===== src/verilog/ccio_pkg.sv =====
// How it works
// - Eight contact inputs and four relay outputs each have their own mode, enable and addresses.
// - Every contact input feeds three outgoing streams, each with its own destination.
// - Every contact input is sampled one hundred times per second.
// - A sampled change is queued for sending at once, keeping contact-to-relay delay under 20 ms.
// - The present input state is also sent every 100 ms as a confirmation, with no extra coding.
// - Relays open on reset, and on a lost stream in pass and invert modes.
// - Inputs and outputs each have pass, invert, force-active and force-inactive modes.
// - A relay follows either the control command or the state of its received stream.
// - Clearing a stream enable stops only that stream; the contact stays readable and drivable.
// - A link works only with the sender aimed at the receiver's address and local port.
// - The receiver declares its stream lost after the fail delay (0 to 10000 ms, default 300).
// - Sender and receiver raise a link-loss alarm after a timeout in seconds (default 10).
// - A nonzero source port filter admits only that sending port; zero turns filtering off.
// - The receiver reorders out-of-sequence packets in a buffer of configurable depth.
// - Each output reports whether its enabled receiver is getting its stream or getting nothing.
package ccio_pkg;

    localparam int N_IN = 8;
    localparam int N_OUT = 4;
    localparam int N_COPY = 3;
    localparam int RO_DEPTH_DEF = 8;

    // ************************************************************
    // Timing
    // ************************************************************
    localparam int CLK_HZ = 10_000_000;
    localparam int MS_PER_S = 1000;
    localparam int CYC_PER_MS = CLK_HZ / MS_PER_S;
    localparam int SAMPLE_RATE_HZ = 100;
    localparam logic [3:0] SAMPLE_MS = 4'(MS_PER_S / SAMPLE_RATE_HZ);
    localparam logic [6:0] CONFIRM_MS = 7'h64;
    localparam logic [9:0] SEC_MS = 10'(MS_PER_S);
    localparam logic [13:0] FAIL_MS_DEF = 14'h012c;
    localparam logic [13:0] FAIL_MS_MAX = 14'h2710;
    localparam logic [9:0] LOSS_S_DEF = 10'h00a;
    localparam logic [9:0] LOSS_S_MAX = 10'h3e8;
    localparam logic [15:0] SRC_FILTER_OFF = 16'h0000;

    typedef enum logic [1:0] {
        CCIO_PASS,
        CCIO_INVERT,
        CCIO_FORCE_ON,
        CCIO_FORCE_OFF
    } ccio_mode_t;

    typedef struct packed {
        logic en;
        logic [31:0] dst_ip;
        logic [15:0] dst_port;
    } ccio_tx_cfg_t;

    typedef struct packed {
        logic en;
        logic [31:0] src_ip;
        logic [15:0] local_port;
        logic [15:0] src_port_filter;
        logic [13:0] fail_ms;
        logic [9:0] loss_s;
    } ccio_rx_cfg_t;

    typedef struct packed {
        logic [2:0] input_idx;
        logic [1:0] copy;
        logic [31:0] dst_ip;
        logic [15:0] dst_port;
        logic state;
    } ccio_msg_t;

    typedef struct packed {
        logic [31:0] src_ip;
        logic [15:0] src_port;
        logic [15:0] dst_port;
        logic [7:0] seq;
        logic state;
    } ccio_pkt_t;

    function automatic logic ccio_apply(input ccio_mode_t mode, input logic raw);
        unique case (mode)
            CCIO_PASS: ccio_apply = raw;
            CCIO_INVERT: ccio_apply = ~raw;
            CCIO_FORCE_ON: ccio_apply = 1'b1;
            CCIO_FORCE_OFF: ccio_apply = 1'b0;
        endcase
    endfunction

endpackage


===== src/verilog/ccio_top.sv =====
`timescale 1ns/1ps
module ccio_top #(
    parameter int CYC_PER_MS = ccio_pkg::CYC_PER_MS,
    parameter int RO_DEPTH = ccio_pkg::RO_DEPTH_DEF
) (
    input wire logic clk_sys,
    input wire logic sys_rst,
    input wire logic [ccio_pkg::N_IN-1:0] contact_in,
    input wire ccio_pkg::ccio_mode_t in_mode [ccio_pkg::N_IN],
    input wire ccio_pkg::ccio_tx_cfg_t tx_cfg [ccio_pkg::N_IN][ccio_pkg::N_COPY],
    input wire logic [9:0] tx_loss_s [ccio_pkg::N_IN],
    input wire logic msg_ready,
    input wire ccio_pkg::ccio_mode_t out_mode [ccio_pkg::N_OUT],
    input wire ccio_pkg::ccio_rx_cfg_t rx_cfg [ccio_pkg::N_OUT],
    input wire ccio_pkg::ccio_pkt_t pkt,
    input wire logic pkt_valid,
    input wire logic [ccio_pkg::N_OUT-1:0] api_relay_cmd,
    output ccio_pkg::ccio_msg_t msg_out,
    output logic msg_valid,
    output logic [ccio_pkg::N_IN-1:0] in_status,
    output logic [ccio_pkg::N_IN-1:0] tx_loss_alarm,
    output logic [ccio_pkg::N_OUT-1:0] relay_out,
    output logic [ccio_pkg::N_OUT-1:0] rx_receiving,
    output logic [ccio_pkg::N_OUT-1:0] rx_no_stream,
    output logic [ccio_pkg::N_OUT-1:0] rx_loss_alarm
);
    localparam int NI = ccio_pkg::N_IN;
    localparam int NC = ccio_pkg::N_COPY;

    logic [31:0] div;
    logic ms_tick;
    logic [3:0] smp_ms;
    logic [6:0] cnf_ms;
    logic [9:0] sec_ms;
    logic sample_tick;
    logic confirm_tick;
    logic s_tick;
    logic [NI-1:0] next_status;
    logic [NI-1:0] chg;
    logic [NI-1:0][NC-1:0] pend;
    logic found;
    logic [2:0] sel_i;
    logic [1:0] sel_c;
    logic take;

    // ************************************************************
    // Time base
    // ************************************************************
    always_ff @(posedge clk_sys) begin
        if (sys_rst || div == 32'(CYC_PER_MS - 1)) begin
            div <= 32'h0;
        end else begin
            div <= div + 32'h1;
        end
    end

    always_ff @(posedge clk_sys) begin
        if (sys_rst) begin
            ms_tick <= 1'b0;
        end else begin
            ms_tick <= div == 32'(CYC_PER_MS - 1);
        end
    end

    always_ff @(posedge clk_sys) begin
        if (sys_rst) begin
            smp_ms <= 4'h0;
            cnf_ms <= 7'h00;
            sec_ms <= 10'h000;
        end else if (ms_tick) begin
            smp_ms <= smp_ms == ccio_pkg::SAMPLE_MS - 4'h1 ? 4'h0 : smp_ms + 4'h1;
            cnf_ms <= cnf_ms == ccio_pkg::CONFIRM_MS - 7'h01 ? 7'h00 : cnf_ms + 7'h01;
            sec_ms <= sec_ms == ccio_pkg::SEC_MS - 10'h001 ? 10'h000 : sec_ms + 10'h001;
        end
    end

    assign sample_tick = ms_tick && smp_ms == ccio_pkg::SAMPLE_MS - 4'h1;
    assign confirm_tick = ms_tick && cnf_ms == ccio_pkg::CONFIRM_MS - 7'h01;
    assign s_tick = ms_tick && sec_ms == ccio_pkg::SEC_MS - 10'h001;

    // ************************************************************
    // Input sampling
    // ************************************************************
    // Status keeps updating with streams disabled, so management can still read it.
    always_comb begin
        for (int i = 0; i < NI; i++) begin
            next_status[i] = ccio_pkg::ccio_apply(in_mode[i], contact_in[i]);
        end
    end
    assign chg = next_status ^ in_status;

    always_ff @(posedge clk_sys) begin
        if (sys_rst) begin
            in_status <= '0;
        end else if (sample_tick) begin
            in_status <= next_status;
        end
    end

    // ************************************************************
    // Stream sender
    // ************************************************************
    always_comb begin
        found = 1'b0;
        sel_i = 3'h0;
        sel_c = 2'h0;
        for (int i = 0; i < NI; i++) begin
            for (int c = 0; c < NC; c++) begin
                if (!found && pend[i][c] && tx_cfg[i][c].en) begin
                    found = 1'b1;
                    sel_i = 3'(i);
                    sel_c = 2'(c);
                end
            end
        end
    end
    assign take = found && (!msg_valid || msg_ready);

    for (genvar gi = 0; gi < NI; gi++) begin : g_in
        for (genvar gc = 0; gc < NC; gc++) begin : g_copy
            // A new event in the cycle the slot is sent keeps the slot pending.
            always_ff @(posedge clk_sys) begin
                if (sys_rst || !tx_cfg[gi][gc].en) begin
                    pend[gi][gc] <= 1'b0;
                end else if ((sample_tick && chg[gi]) || confirm_tick) begin
                    pend[gi][gc] <= 1'b1;
                end else if (take && sel_i == 3'(gi) && sel_c == 2'(gc)) begin
                    pend[gi][gc] <= 1'b0;
                end
            end
        end

        logic [9:0] idle_s;
        always_ff @(posedge clk_sys) begin
            if (sys_rst || (msg_valid && msg_ready && msg_out.input_idx == 3'(gi))) begin
                idle_s <= 10'h000;
            end else if (s_tick && idle_s != ccio_pkg::LOSS_S_MAX) begin
                idle_s <= idle_s + 10'h001;
            end
        end

        always_ff @(posedge clk_sys) begin
            if (sys_rst) begin
                tx_loss_alarm[gi] <= 1'b0;
            end else begin
                tx_loss_alarm[gi] <= (tx_cfg[gi][0].en || tx_cfg[gi][1].en || tx_cfg[gi][2].en)
                    && idle_s >= tx_loss_s[gi];
            end
        end
    end

    always_ff @(posedge clk_sys) begin
        if (sys_rst) begin
            msg_valid <= 1'b0;
            msg_out <= '0;
        end else if (take) begin
            msg_valid <= 1'b1;
            msg_out <= '{input_idx: sel_i, copy: sel_c, dst_ip: tx_cfg[sel_i][sel_c].dst_ip,
                dst_port: tx_cfg[sel_i][sel_c].dst_port, state: in_status[sel_i]};
        end else if (msg_ready) begin
            msg_valid <= 1'b0;
        end
    end

    // ************************************************************
    // Relay receivers
    // ************************************************************
    for (genvar go = 0; go < ccio_pkg::N_OUT; go++) begin : g_out
        ccio_rx_chan #(
            .RO_DEPTH(RO_DEPTH)
        ) u_rx (
            .clk_sys(clk_sys),
            .sys_rst(sys_rst),
            .cfg(rx_cfg[go]),
            .mode(out_mode[go]),
            .api_cmd(api_relay_cmd[go]),
            .pkt(pkt),
            .pkt_valid(pkt_valid),
            .ms_tick(ms_tick),
            .s_tick(s_tick),
            .relay(relay_out[go]),
            .receiving(rx_receiving[go]),
            .no_stream(rx_no_stream[go]),
            .loss_alarm(rx_loss_alarm[go])
        );
    end
endmodule // ccio_top


===== src/verilog/ccio_rx_chan.sv =====
`timescale 1ns/1ps
module ccio_rx_chan #(
    parameter int RO_DEPTH = ccio_pkg::RO_DEPTH_DEF
) (
    input wire logic clk_sys,
    input wire logic sys_rst,
    input wire ccio_pkg::ccio_rx_cfg_t cfg,
    input wire ccio_pkg::ccio_mode_t mode,
    input wire logic api_cmd,
    input wire ccio_pkg::ccio_pkt_t pkt,
    input wire logic pkt_valid,
    input wire logic ms_tick,
    input wire logic s_tick,
    output logic relay,
    output logic receiving,
    output logic no_stream,
    output logic loss_alarm
);
    localparam int IW = $clog2(RO_DEPTH);

    logic acc;
    logic [7:0] exp_seq;
    logic synced;
    logic [7:0] diff;
    logic [RO_DEPTH-1:0] buf_vld;
    logic [RO_DEPTH-1:0] buf_st;
    logic stream_state;
    logic [13:0] ms_cnt;
    logic [9:0] s_cnt;
    logic lost;
    logic src;

    // ************************************************************
    // Packet acceptance
    // ************************************************************
    assign acc = pkt_valid && cfg.en && pkt.src_ip == cfg.src_ip
        && pkt.dst_port == cfg.local_port
        && (cfg.src_port_filter == ccio_pkg::SRC_FILTER_OFF
        || pkt.src_port == cfg.src_port_filter);
    assign diff = pkt.seq - exp_seq;

    // ************************************************************
    // Reorder buffer
    // ************************************************************
    // Packets far ahead of the window force a resync rather than stalling forever.
    always_ff @(posedge clk_sys) begin
        if (sys_rst || !cfg.en) begin
            buf_vld <= '0;
            buf_st <= '0;
            exp_seq <= 8'h00;
            synced <= 1'b0;
            stream_state <= 1'b0;
        end else begin
            if (buf_vld[exp_seq[IW-1:0]]) begin
                stream_state <= buf_st[exp_seq[IW-1:0]];
                buf_vld[exp_seq[IW-1:0]] <= 1'b0;
                exp_seq <= exp_seq + 8'h01;
            end
            if (acc) begin
                if (!synced || (diff >= 8'(RO_DEPTH) && !diff[7])) begin
                    buf_vld <= '0;
                    buf_vld[pkt.seq[IW-1:0]] <= 1'b1;
                    buf_st[pkt.seq[IW-1:0]] <= pkt.state;
                    exp_seq <= pkt.seq;
                    synced <= 1'b1;
                end else if (diff < 8'(RO_DEPTH)
                    && !(diff == 8'h00 && buf_vld[exp_seq[IW-1:0]])) begin
                    // A repeat of the entry being drained would linger as a stale future entry.
                    buf_vld[pkt.seq[IW-1:0]] <= 1'b1;
                    buf_st[pkt.seq[IW-1:0]] <= pkt.state;
                end
            end
        end
    end

    // ************************************************************
    // Supervision timers
    // ************************************************************
    always_ff @(posedge clk_sys) begin
        if (sys_rst || !cfg.en) begin
            ms_cnt <= ccio_pkg::FAIL_MS_MAX;
        end else if (acc) begin
            ms_cnt <= 14'h0000;
        end else if (ms_tick && ms_cnt != ccio_pkg::FAIL_MS_MAX) begin
            ms_cnt <= ms_cnt + 14'h0001;
        end
    end

    always_ff @(posedge clk_sys) begin
        if (sys_rst || !cfg.en) begin
            s_cnt <= 10'h000;
        end else if (acc) begin
            s_cnt <= 10'h000;
        end else if (s_tick && s_cnt != ccio_pkg::LOSS_S_MAX) begin
            s_cnt <= s_cnt + 10'h001;
        end
    end

    assign lost = cfg.en && !acc && ms_cnt >= cfg.fail_ms;

    always_ff @(posedge clk_sys) begin
        if (sys_rst) begin
            no_stream <= 1'b0;
            receiving <= 1'b0;
            loss_alarm <= 1'b0;
        end else begin
            no_stream <= lost;
            receiving <= cfg.en && !lost;
            loss_alarm <= cfg.en && !acc && s_cnt >= cfg.loss_s;
        end
    end

    // ************************************************************
    // Relay drive
    // ************************************************************
    assign src = cfg.en ? stream_state : api_cmd;

    always_ff @(posedge clk_sys) begin
        if (sys_rst) begin
            relay <= 1'b0;
        end else if ((mode == ccio_pkg::CCIO_PASS || mode == ccio_pkg::CCIO_INVERT) && lost) begin
            relay <= 1'b0;
        end else begin
            relay <= ccio_pkg::ccio_apply(mode, src);
        end
    end
endmodule // ccio_rx_chan


===== config.mk =====
export PLATFORM = sky130hd
export DESIGN_NAME = ccio_top
export DESIGN_NICKNAME = d
export VERILOG_FILES = /design/src/verilog/ccio_pkg.sv /design/src/verilog/ccio_top.sv /design/src/verilog/ccio_rx_chan.sv
export SDC_FILE = /design/constraint.sdc
export NUM_CORES = 2
export LEC_CHECK = 0
export ABC_AREA = 0
export ABC_CLOCK_PERIOD_IN_PS = 5800
export BUFFER_PORTS_ARGS = -buffer_cell sky130_fd_sc_hd__buf_2
export CAP_MARGIN = 10
export CORE_AREA = 2 2 704 706
export CTS_CLUSTER_DIAMETER = 120
export CTS_CLUSTER_SIZE = 30
export DETAILED_ROUTE_END_ITERATION = 7
export DIE_AREA = 0 0 706 708
export GPL_TIMING_DRIVEN = 0
export REMOVE_ABC_BUFFERS = 1
export SYNTH_ARGS = -nofsm -noshare
export SYNTH_HDL_FRONTEND = slang
export SYNTH_SLANG_ARGS = --single-unit

===== constraint.sdc =====
create_clock -name clk_sys -period 5.8 [get_ports clk_sys]
set_clock_uncertainty 0.15 [all_clocks]
set_input_delay 1.74 -clock clk_sys [delete_from_list [all_inputs] [get_ports clk_sys]]
set_output_delay 1.74 -clock clk_sys [all_outputs]
set_load 0.1 [all_outputs]

---- Yosys cells after proc, flatten, opt, wreduce, memory -nomap -nowiden ----
Index checks and enable logic that the tools add are counted.
W data, S select, Z words.
storage, ports and cells
  flip-flop bits (word level) ............. 445
  latch bits .............................. 0
  bits in writable memories ............... 0
  ROM bits ................................ 0
  input bits .............................. 1725
  output and inout port bits .............. 87
  word-level logic and storage cells ...... 894
  memories ................................ 0
operators by class
  $add $sub $neg .......................... 28
  $mul .................................... 0
  divide/modulo/power cells ............... 0
  $lt $le $gt $ge ......................... 37
  equal/unequal tests ..................... 84
  shift operators ......................... 0
  muxes and demuxes ....................... 223
  bitwise logic cells ..................... 27
  reductions and logical operators ........ 395
operators with widths
  cell                     number
  $bmux W147 S3            1
  $mux W8                  40
  $mux W147                2
  $logic_and A1 B1 Y1      177
  $add A10 B1 Y10 const B  13
  $eq A16 B16 Y1           8
  $eq A32 B32 Y1           4
  $ge A10 B10 Y1           12
  $ne A10 B10 Y1 const B   12
  $mux W14                 8
  $bmux W49 S2             1
  $mux W48                 2
  $mux W1                  94
  $logic_or A1 B1 Y1       74
  $logic_not A1 Y1         72
  $reduce_bool A2 Y1       33
  $logic_not A16 Y1        4
  $mux W3                  20
  $add A14 B1 Y14 const B  4
  $ge A14 B14 Y1           4
  $ne A14 B14 Y1 const B   4
  $eq A2 B2 Y1 const B     25
  $pmux W1 S4              12
  $mux W2                  22
  other kinds (37)         146

---- Logic depth before layout (Yosys ltp) ----
  word-level depth ........................ 101
  gate-level depth with buffers ........... 14
  mapped depth without buffers ............ 12

---- Hierarchy ----
Synthesis repeated with hierarchy kept, for this count alone.
unflattened totals
  cell total of the unflattened synthesis .. 4977
  area total of the unflattened synthesis .. 37902.6 µm²
by module, submodules not included
  module                             times used  cells an instance  area each (µm²)  sequential area each (µm²)
  ccio_top                           1           2874               20480.9          4584.4
  ccio_rx_chan at g_out[0].u_rx ...  3           526                4369.2           1081.0
  ccio_rx_chan at g_out[3].u_rx      1           525                4314.1           1081.0

---- Worst setup path before layout ----
Ideal clock, no wire load.
  path type ............................... input -> register
  from .................................... input port pkt[1] in the netlist's numbering
  to ...................................... register g_out[2].u_rx.exp_seq[5]
  setup time .............................. 0.072 ns
  arrival time ............................ 4.563 ns
  data required time ...................... 5.578 ns
  slack ................................... 1.016 ns
  cell stages on the path ................. 13
  path buffers ............................ 1
  cells stage by stage .................... clkinv_1 ha_1 fa_1 nor2b_1 o21ai_0 a21boi_0 o21ai_0 nor3b_1 o221ai_1 a31oi_1 nor2_1 clkbuf_1 mux2i_1
between the ends
  longest elaborated chain between the ends .. 6
  elaborated cells on any way between the ends .. 7
  classes of those cells .................. 1 x add/sub; 1 x order compare; 2 x mux; 3 x reduce/logical
RTL lines
  item                                                     line                RTL
  start: declaration                                       ccio_top.sv:15      input wire ccio_pkg::ccio_pkt_t pkt,
  $sub A8 B8 Y8 (*)                                        ccio_rx_chan.sv:40  assign diff = pkt.seq - exp_seq;
  $ge A8 B4 Y1 / $logic_not A1 Y1 (equally long branches)  ccio_rx_chan.sv:60  if (!synced || (diff >= 8'(RO_DEPTH) && !diff[7])) begin
  $logic_and A1 B1 Y1 (*)                                  ccio_rx_chan.sv:60
  $logic_or A1 B1 Y1 (*)                                   ccio_rx_chan.sv:60
  $mux W8 (*)                                              ccio_rx_chan.sv:60
  $mux W8 (*)                                              ccio_rx_chan.sv:59  if (acc) begin
  end signal: assignment                                   ccio_rx_chan.sv:57  exp_seq <= exp_seq + 8'h01;
  end signal: assignment                                   ccio_rx_chan.sv:64  exp_seq <= pkt.seq;
  end: declaration                                         ccio_rx_chan.sv:22  logic [7:0] exp_seq;
Every way passes the cells marked *; elsewhere a longest branch is shown, timed or not.
A chain may end at the register's enable or synchronous reset.

---- Worst setup path after layout ----
  from .................................... input port tx_cfg[734] in the netlist's numbering
  to ...................................... register msg_out[41] in the netlist's numbering
between the ends
  longest elaborated chain between the ends .. 65
  elaborated cells on any way between the ends .. 97
  classes of those cells .................. 51 x mux; 2 x bitwise; 44 x reduce/logical
RTL lines
  item                                          line             RTL
  start: declaration                            ccio_top.sv:10   input wire ccio_pkg::ccio_tx_cfg_t tx_cfg [ccio_pkg::N_IN][ccio_pkg::N_COPY],
  $logic_and A1 B1 Y1 (*)                       ccio_top.sv:109  if (!found && pend[i][c] && tx_cfg[i][c].en) begin
  $mux W1                                       ccio_top.sv:109
  $logic_not A1 Y1                              ccio_top.sv:109
  $logic_and A1 B1 Y1 (2 in a row)              ccio_top.sv:109
  $mux W1                                       ccio_top.sv:109
  $logic_not A1 Y1                              ccio_top.sv:109
  $logic_and A1 B1 Y1 (2 in a row)              ccio_top.sv:109
  $mux W1                                       ccio_top.sv:109
  [44 not listed]                               -
  $logic_not A1 Y1                              ccio_top.sv:109
  $logic_and A1 B1 Y1 (2 in a row)              ccio_top.sv:109
  $mux W3                                       ccio_top.sv:109
  $not A3 Y4 (not written as such)              ccio_top.sv:158  msg_out <= '{input_idx: sel_i, copy: sel_c, dst_ip: tx_cfg[sel_i][sel_c].dst_ip,
  $bmux W147 S3                                 ccio_top.sv:158
  $mux W147 (not written as such) (2 in a row)  ccio_top.sv:158
  $bmux W49 S2                                  ccio_top.sv:158
  $mux W48 (2 in a row)                         -
  end signal: assignment                        ccio_top.sv:158
  end: declaration                              ccio_top.sv:18   output ccio_pkg::ccio_msg_t msg_out,
Every way passes the cells marked *; elsewhere a longest branch is shown, timed or not. The select of a mux whose other input is x is not followed.

==> impl_metrics.tcl <==
set metrics [dict create \
    outcome "finished with violations" \
    violations "antenna violations, max-capacitance violations, max-slew violations, negative setup slack" \
    gp_congestion 1.073 \
    syn-mean-instance-area_um2 7.476 \
    first_pass_iters 6 \
    cts.clk_slew.worst_paths_ps 70 \
    grt_overflow 0 \
    crit_path_max_fanout 63 \
    period_share_pct 102.5 \
    hold_viol 0 \
    crit_type "input pin to flip-flop" \
    slew_viol_final 3 \
    grt_use_met3_pct 9.135 \
    fin_nets 8717 \
    p_leak_nw 24.44 \
    finalWirelength_mm 549.2 \
    ir_drop_uv 242.8 \
    tightest_slew_ps 1517 \
    layout_setup_ws_ps -145.8 \
    final_util_pct 12.42 \
    gr-usage-met1_pct 21.16 \
    placed_cell_area_um2 56490 \
    die_area_um2 499800 \
    grt_pass1_wl_mm 644.8 \
    switching_power_mw 3.161 \
    fillers 57350 \
    rows 258 \
    clk_latency_ps 790 \
    setup_viol 4 \
    holdWs_ps 313.2 \
    ys_types 88 \
    die_w_um 706 \
    grt.busiest_layer "met2" \
    min_period_ps 5946 \
    clockRootBuffer "clkbuf_16" \
    start_kind "input pin" \
    antenna_found_initial 629 \
    hold_path.class "flip-flop to flip-flop" \
    cts.path.max_buffers 3 \
    drc 0 \
    async_flop_share_pct 0 \
    vias 53120 \
    antenna_left 4 \
    worstSetupEndpointType "flip-flop" \
    seq_area_um2 8910 \
    crit_arrival_ps 6380 \
    synth-seq-cells 445 \
    start_util_pct 7.622 \
    cts_max_level 2 \
    wire_per_inst_um 38.54 \
    die_height_um 708 \
    yosysSeqAreaShare_pct 23.74 \
    grt_pass1_vias 46460 \
    synth_edf_count 0 \
    cts_tree "built" \
    fmax_ghz 0.1682 \
    grt_max_degree 64 \
    yosys_warnings 0 \
    synth_area_um2 37520 \
    clkSinkCount 445 \
    slew_headroom_pct -1.874 \
    switching_share_pct 36.97 \
    synth_top_flop_cell "dfxtp_1" \
    met2_usage_pct 34.60 \
    pwr_density_cell_nw_per_um2 139.8 \
    cp_data_required_time_ps 6240 \
    stdcell_count 14250 \
    multiInputGateArea_um2 26880 \
    numCtsBuffers 42 \
    p_clk_share_pct 42.2 \
    combPwrFrac_pct 22.0 \
    numPortBuffers 1811 \
    viasPerCell 3.728 \
    dpl.hpwl_mm 490.7 \
    dp.cells 13170 \
    final_cell_area_um2 61150 \
    num_io_pins 1812 \
    max-cap-violations 1 \
    synthCells 5019 \
    syn_to_final_growth_pct 62.98 \
    core_um2 492300 \
    drive_gt1_share_pct 32.41 \
    p_seq_share_pct 35.9 \
    drt_iter0_markers 5620 \
    power.internal_mw 5.390 \
    grt_usage_pct 20.93 \
]
[routing by layer]
layer / part of all wire [%] / wire (µm)
met1: 34 / 188600
met2: 47 / 259000
met3: 11 / 58030
met4: 7.6 / 41710
met5: 0.34 / 1862
[state kept, by name (all words and copies together) (netlist names)]
signal,flops
in_status,8
g_out.u_rx.stream_state,4
msg_valid,1
g_out.u_rx.ms_cnt,56
g_in.idle_s,80
smp_ms,4
msg_out,54
g_out.u_rx.relay,4
sec_ms,10
g_out.u_rx.buf_st,32
g_out.u_rx.no_stream,4
g_out.u_rx.exp_seq,32
g_out.u_rx.receiving,4
ms_tick,1
div,32
g_out.u_rx.buf_vld,32
g_out.u_rx.loss_alarm,4
g_out.u_rx.synced,4
pend,24
g_out.u_rx.s_cnt,40
cnf_ms,7
tx_loss_alarm,8
[critical path, cell delays in order]
cell	delay, ps
buf_2	190
a222oi_1	370
buf_4	210
o31ai_4	140
a32o_4	330
buf_12	160
buf_16	190
nand2_8	390
buf_16	400
nor3_4	80
buf_12	170
a221oi_1	930
a21oi_1	220
a21oi_2	450
o211ai_2	110
[power groups by stage]
stage               sequential (mW)  combinational [mW]  clock (mW)
floorplan                      3.17               0.499           0
global placement               3.14                1.82           0
detailed placement             3.14                1.88           0
CTS                            3.07                1.89        3.76
global route                   3.07                2.00        3.82
finish                         3.07                1.88        3.60
[cells in the final DEF, fill, tap and decap left out, types with 43 or more instances in the layout]
cell type / instances
buf_2: 1811
diode_2: 974
nand2_1: 734
dfxtp_1: 444
nor2_1: 370
xor2_1: 281
inv_1: 271
ha_1: 243
a21oi_1: 238
nand3_1: 225
o21ai_0: 215
xnor2_1: 196
nand4_1: 130
mux2i_1: 128
o22ai_1: 122
a31oi_1: 81
a221oi_1: 81
a21o_1: 80
nor4_1: 71
a22oi_1: 58
and3_1: 51
a22o_1: 51
nor3_1: 50
buf_12: 45
buf_16: 44
o221ai_1: 43
[synth_stat cells (130+ instances only)]
| master | count | area [µm²] |
|---|---|---|
| o22ai_1 | 133 | 832.1 |
| clkbuf_1 | 178 | 668.1 |
| dfxtp_1 | 445 | 8909 |
| xnor2_1 | 197 | 1725 |
| a21oi_1 | 247 | 1236 |
| nor2_1 | 379 | 1423 |
| nand2_1 | 738 | 2770 |
| inv_1 | 271 | 1017 |
| nand4_1 | 130 | 813.3 |
| xor2_1 | 284 | 2487 |
| ha_1 | 243 | 3040 |
| nand3_1 | 225 | 1126 |
| o21ai_0 | 217 | 1086 |
[final timing paths]
kind                    start           to  slack, ps  cells after the start
setup / recovery  tx_cfg[734]  msg_out[41]       -150                     15
hold / removal    msg_out[16]  msg_out[16]        310                      2
setup reg to reg     pend[15]  msg_out[41]        650                     14
hold reg to reg   msg_out[16]  msg_out[16]        310                      2
[repair_timing]
item | CTS | global route
hold buffers | 0 | 0
gates resized for setup | 26 | 4
setup endpoints to repair | 92 | 5
cloned | 1 | 0
buffers inserted | 31 | 2
pin swaps | 14 | 1
hold endpoints to repair | 0 | 0
[layout make-up]
cell class,count,share of cell area [%]
timing repair buffer,1982,19.67
sequential,445,14.57
antenna,974,3.986
clock inverter,30,1.064
tap,6500,13.30
clock buffer,44,1.747
inverter,276,1.702
multi-input combinational,3998,43.96
[logic make-up after synthesis]
logic type	count (synthesis)	synth area share, %
AND/OR/NAND/NOR	1832	22.62
AO/OA/AOI/OAI	1286	23.27
buffers and inverters	577	6.233
XOR/XNOR	481	11.23
flip-flops	445	23.74
adder cells (fa/ha/maj)	247	8.317
multiplexers	151	4.585
[per-stage QoR]
stage / TNS (ps) / setup slack (ps) / power [mW]
finish: -303.5 / -145.8 / 8.552
global route: -65.05 / -65.05 / 8.889
CTS: 0 / 16.92 / 8.721
detailed placement: -219190 / -2572 / 5.016
global placement: -3817670 / -36870 / 4.960
floorplan: -286500 / -4766 / 3.668
(Power assumes the default switching activity.)
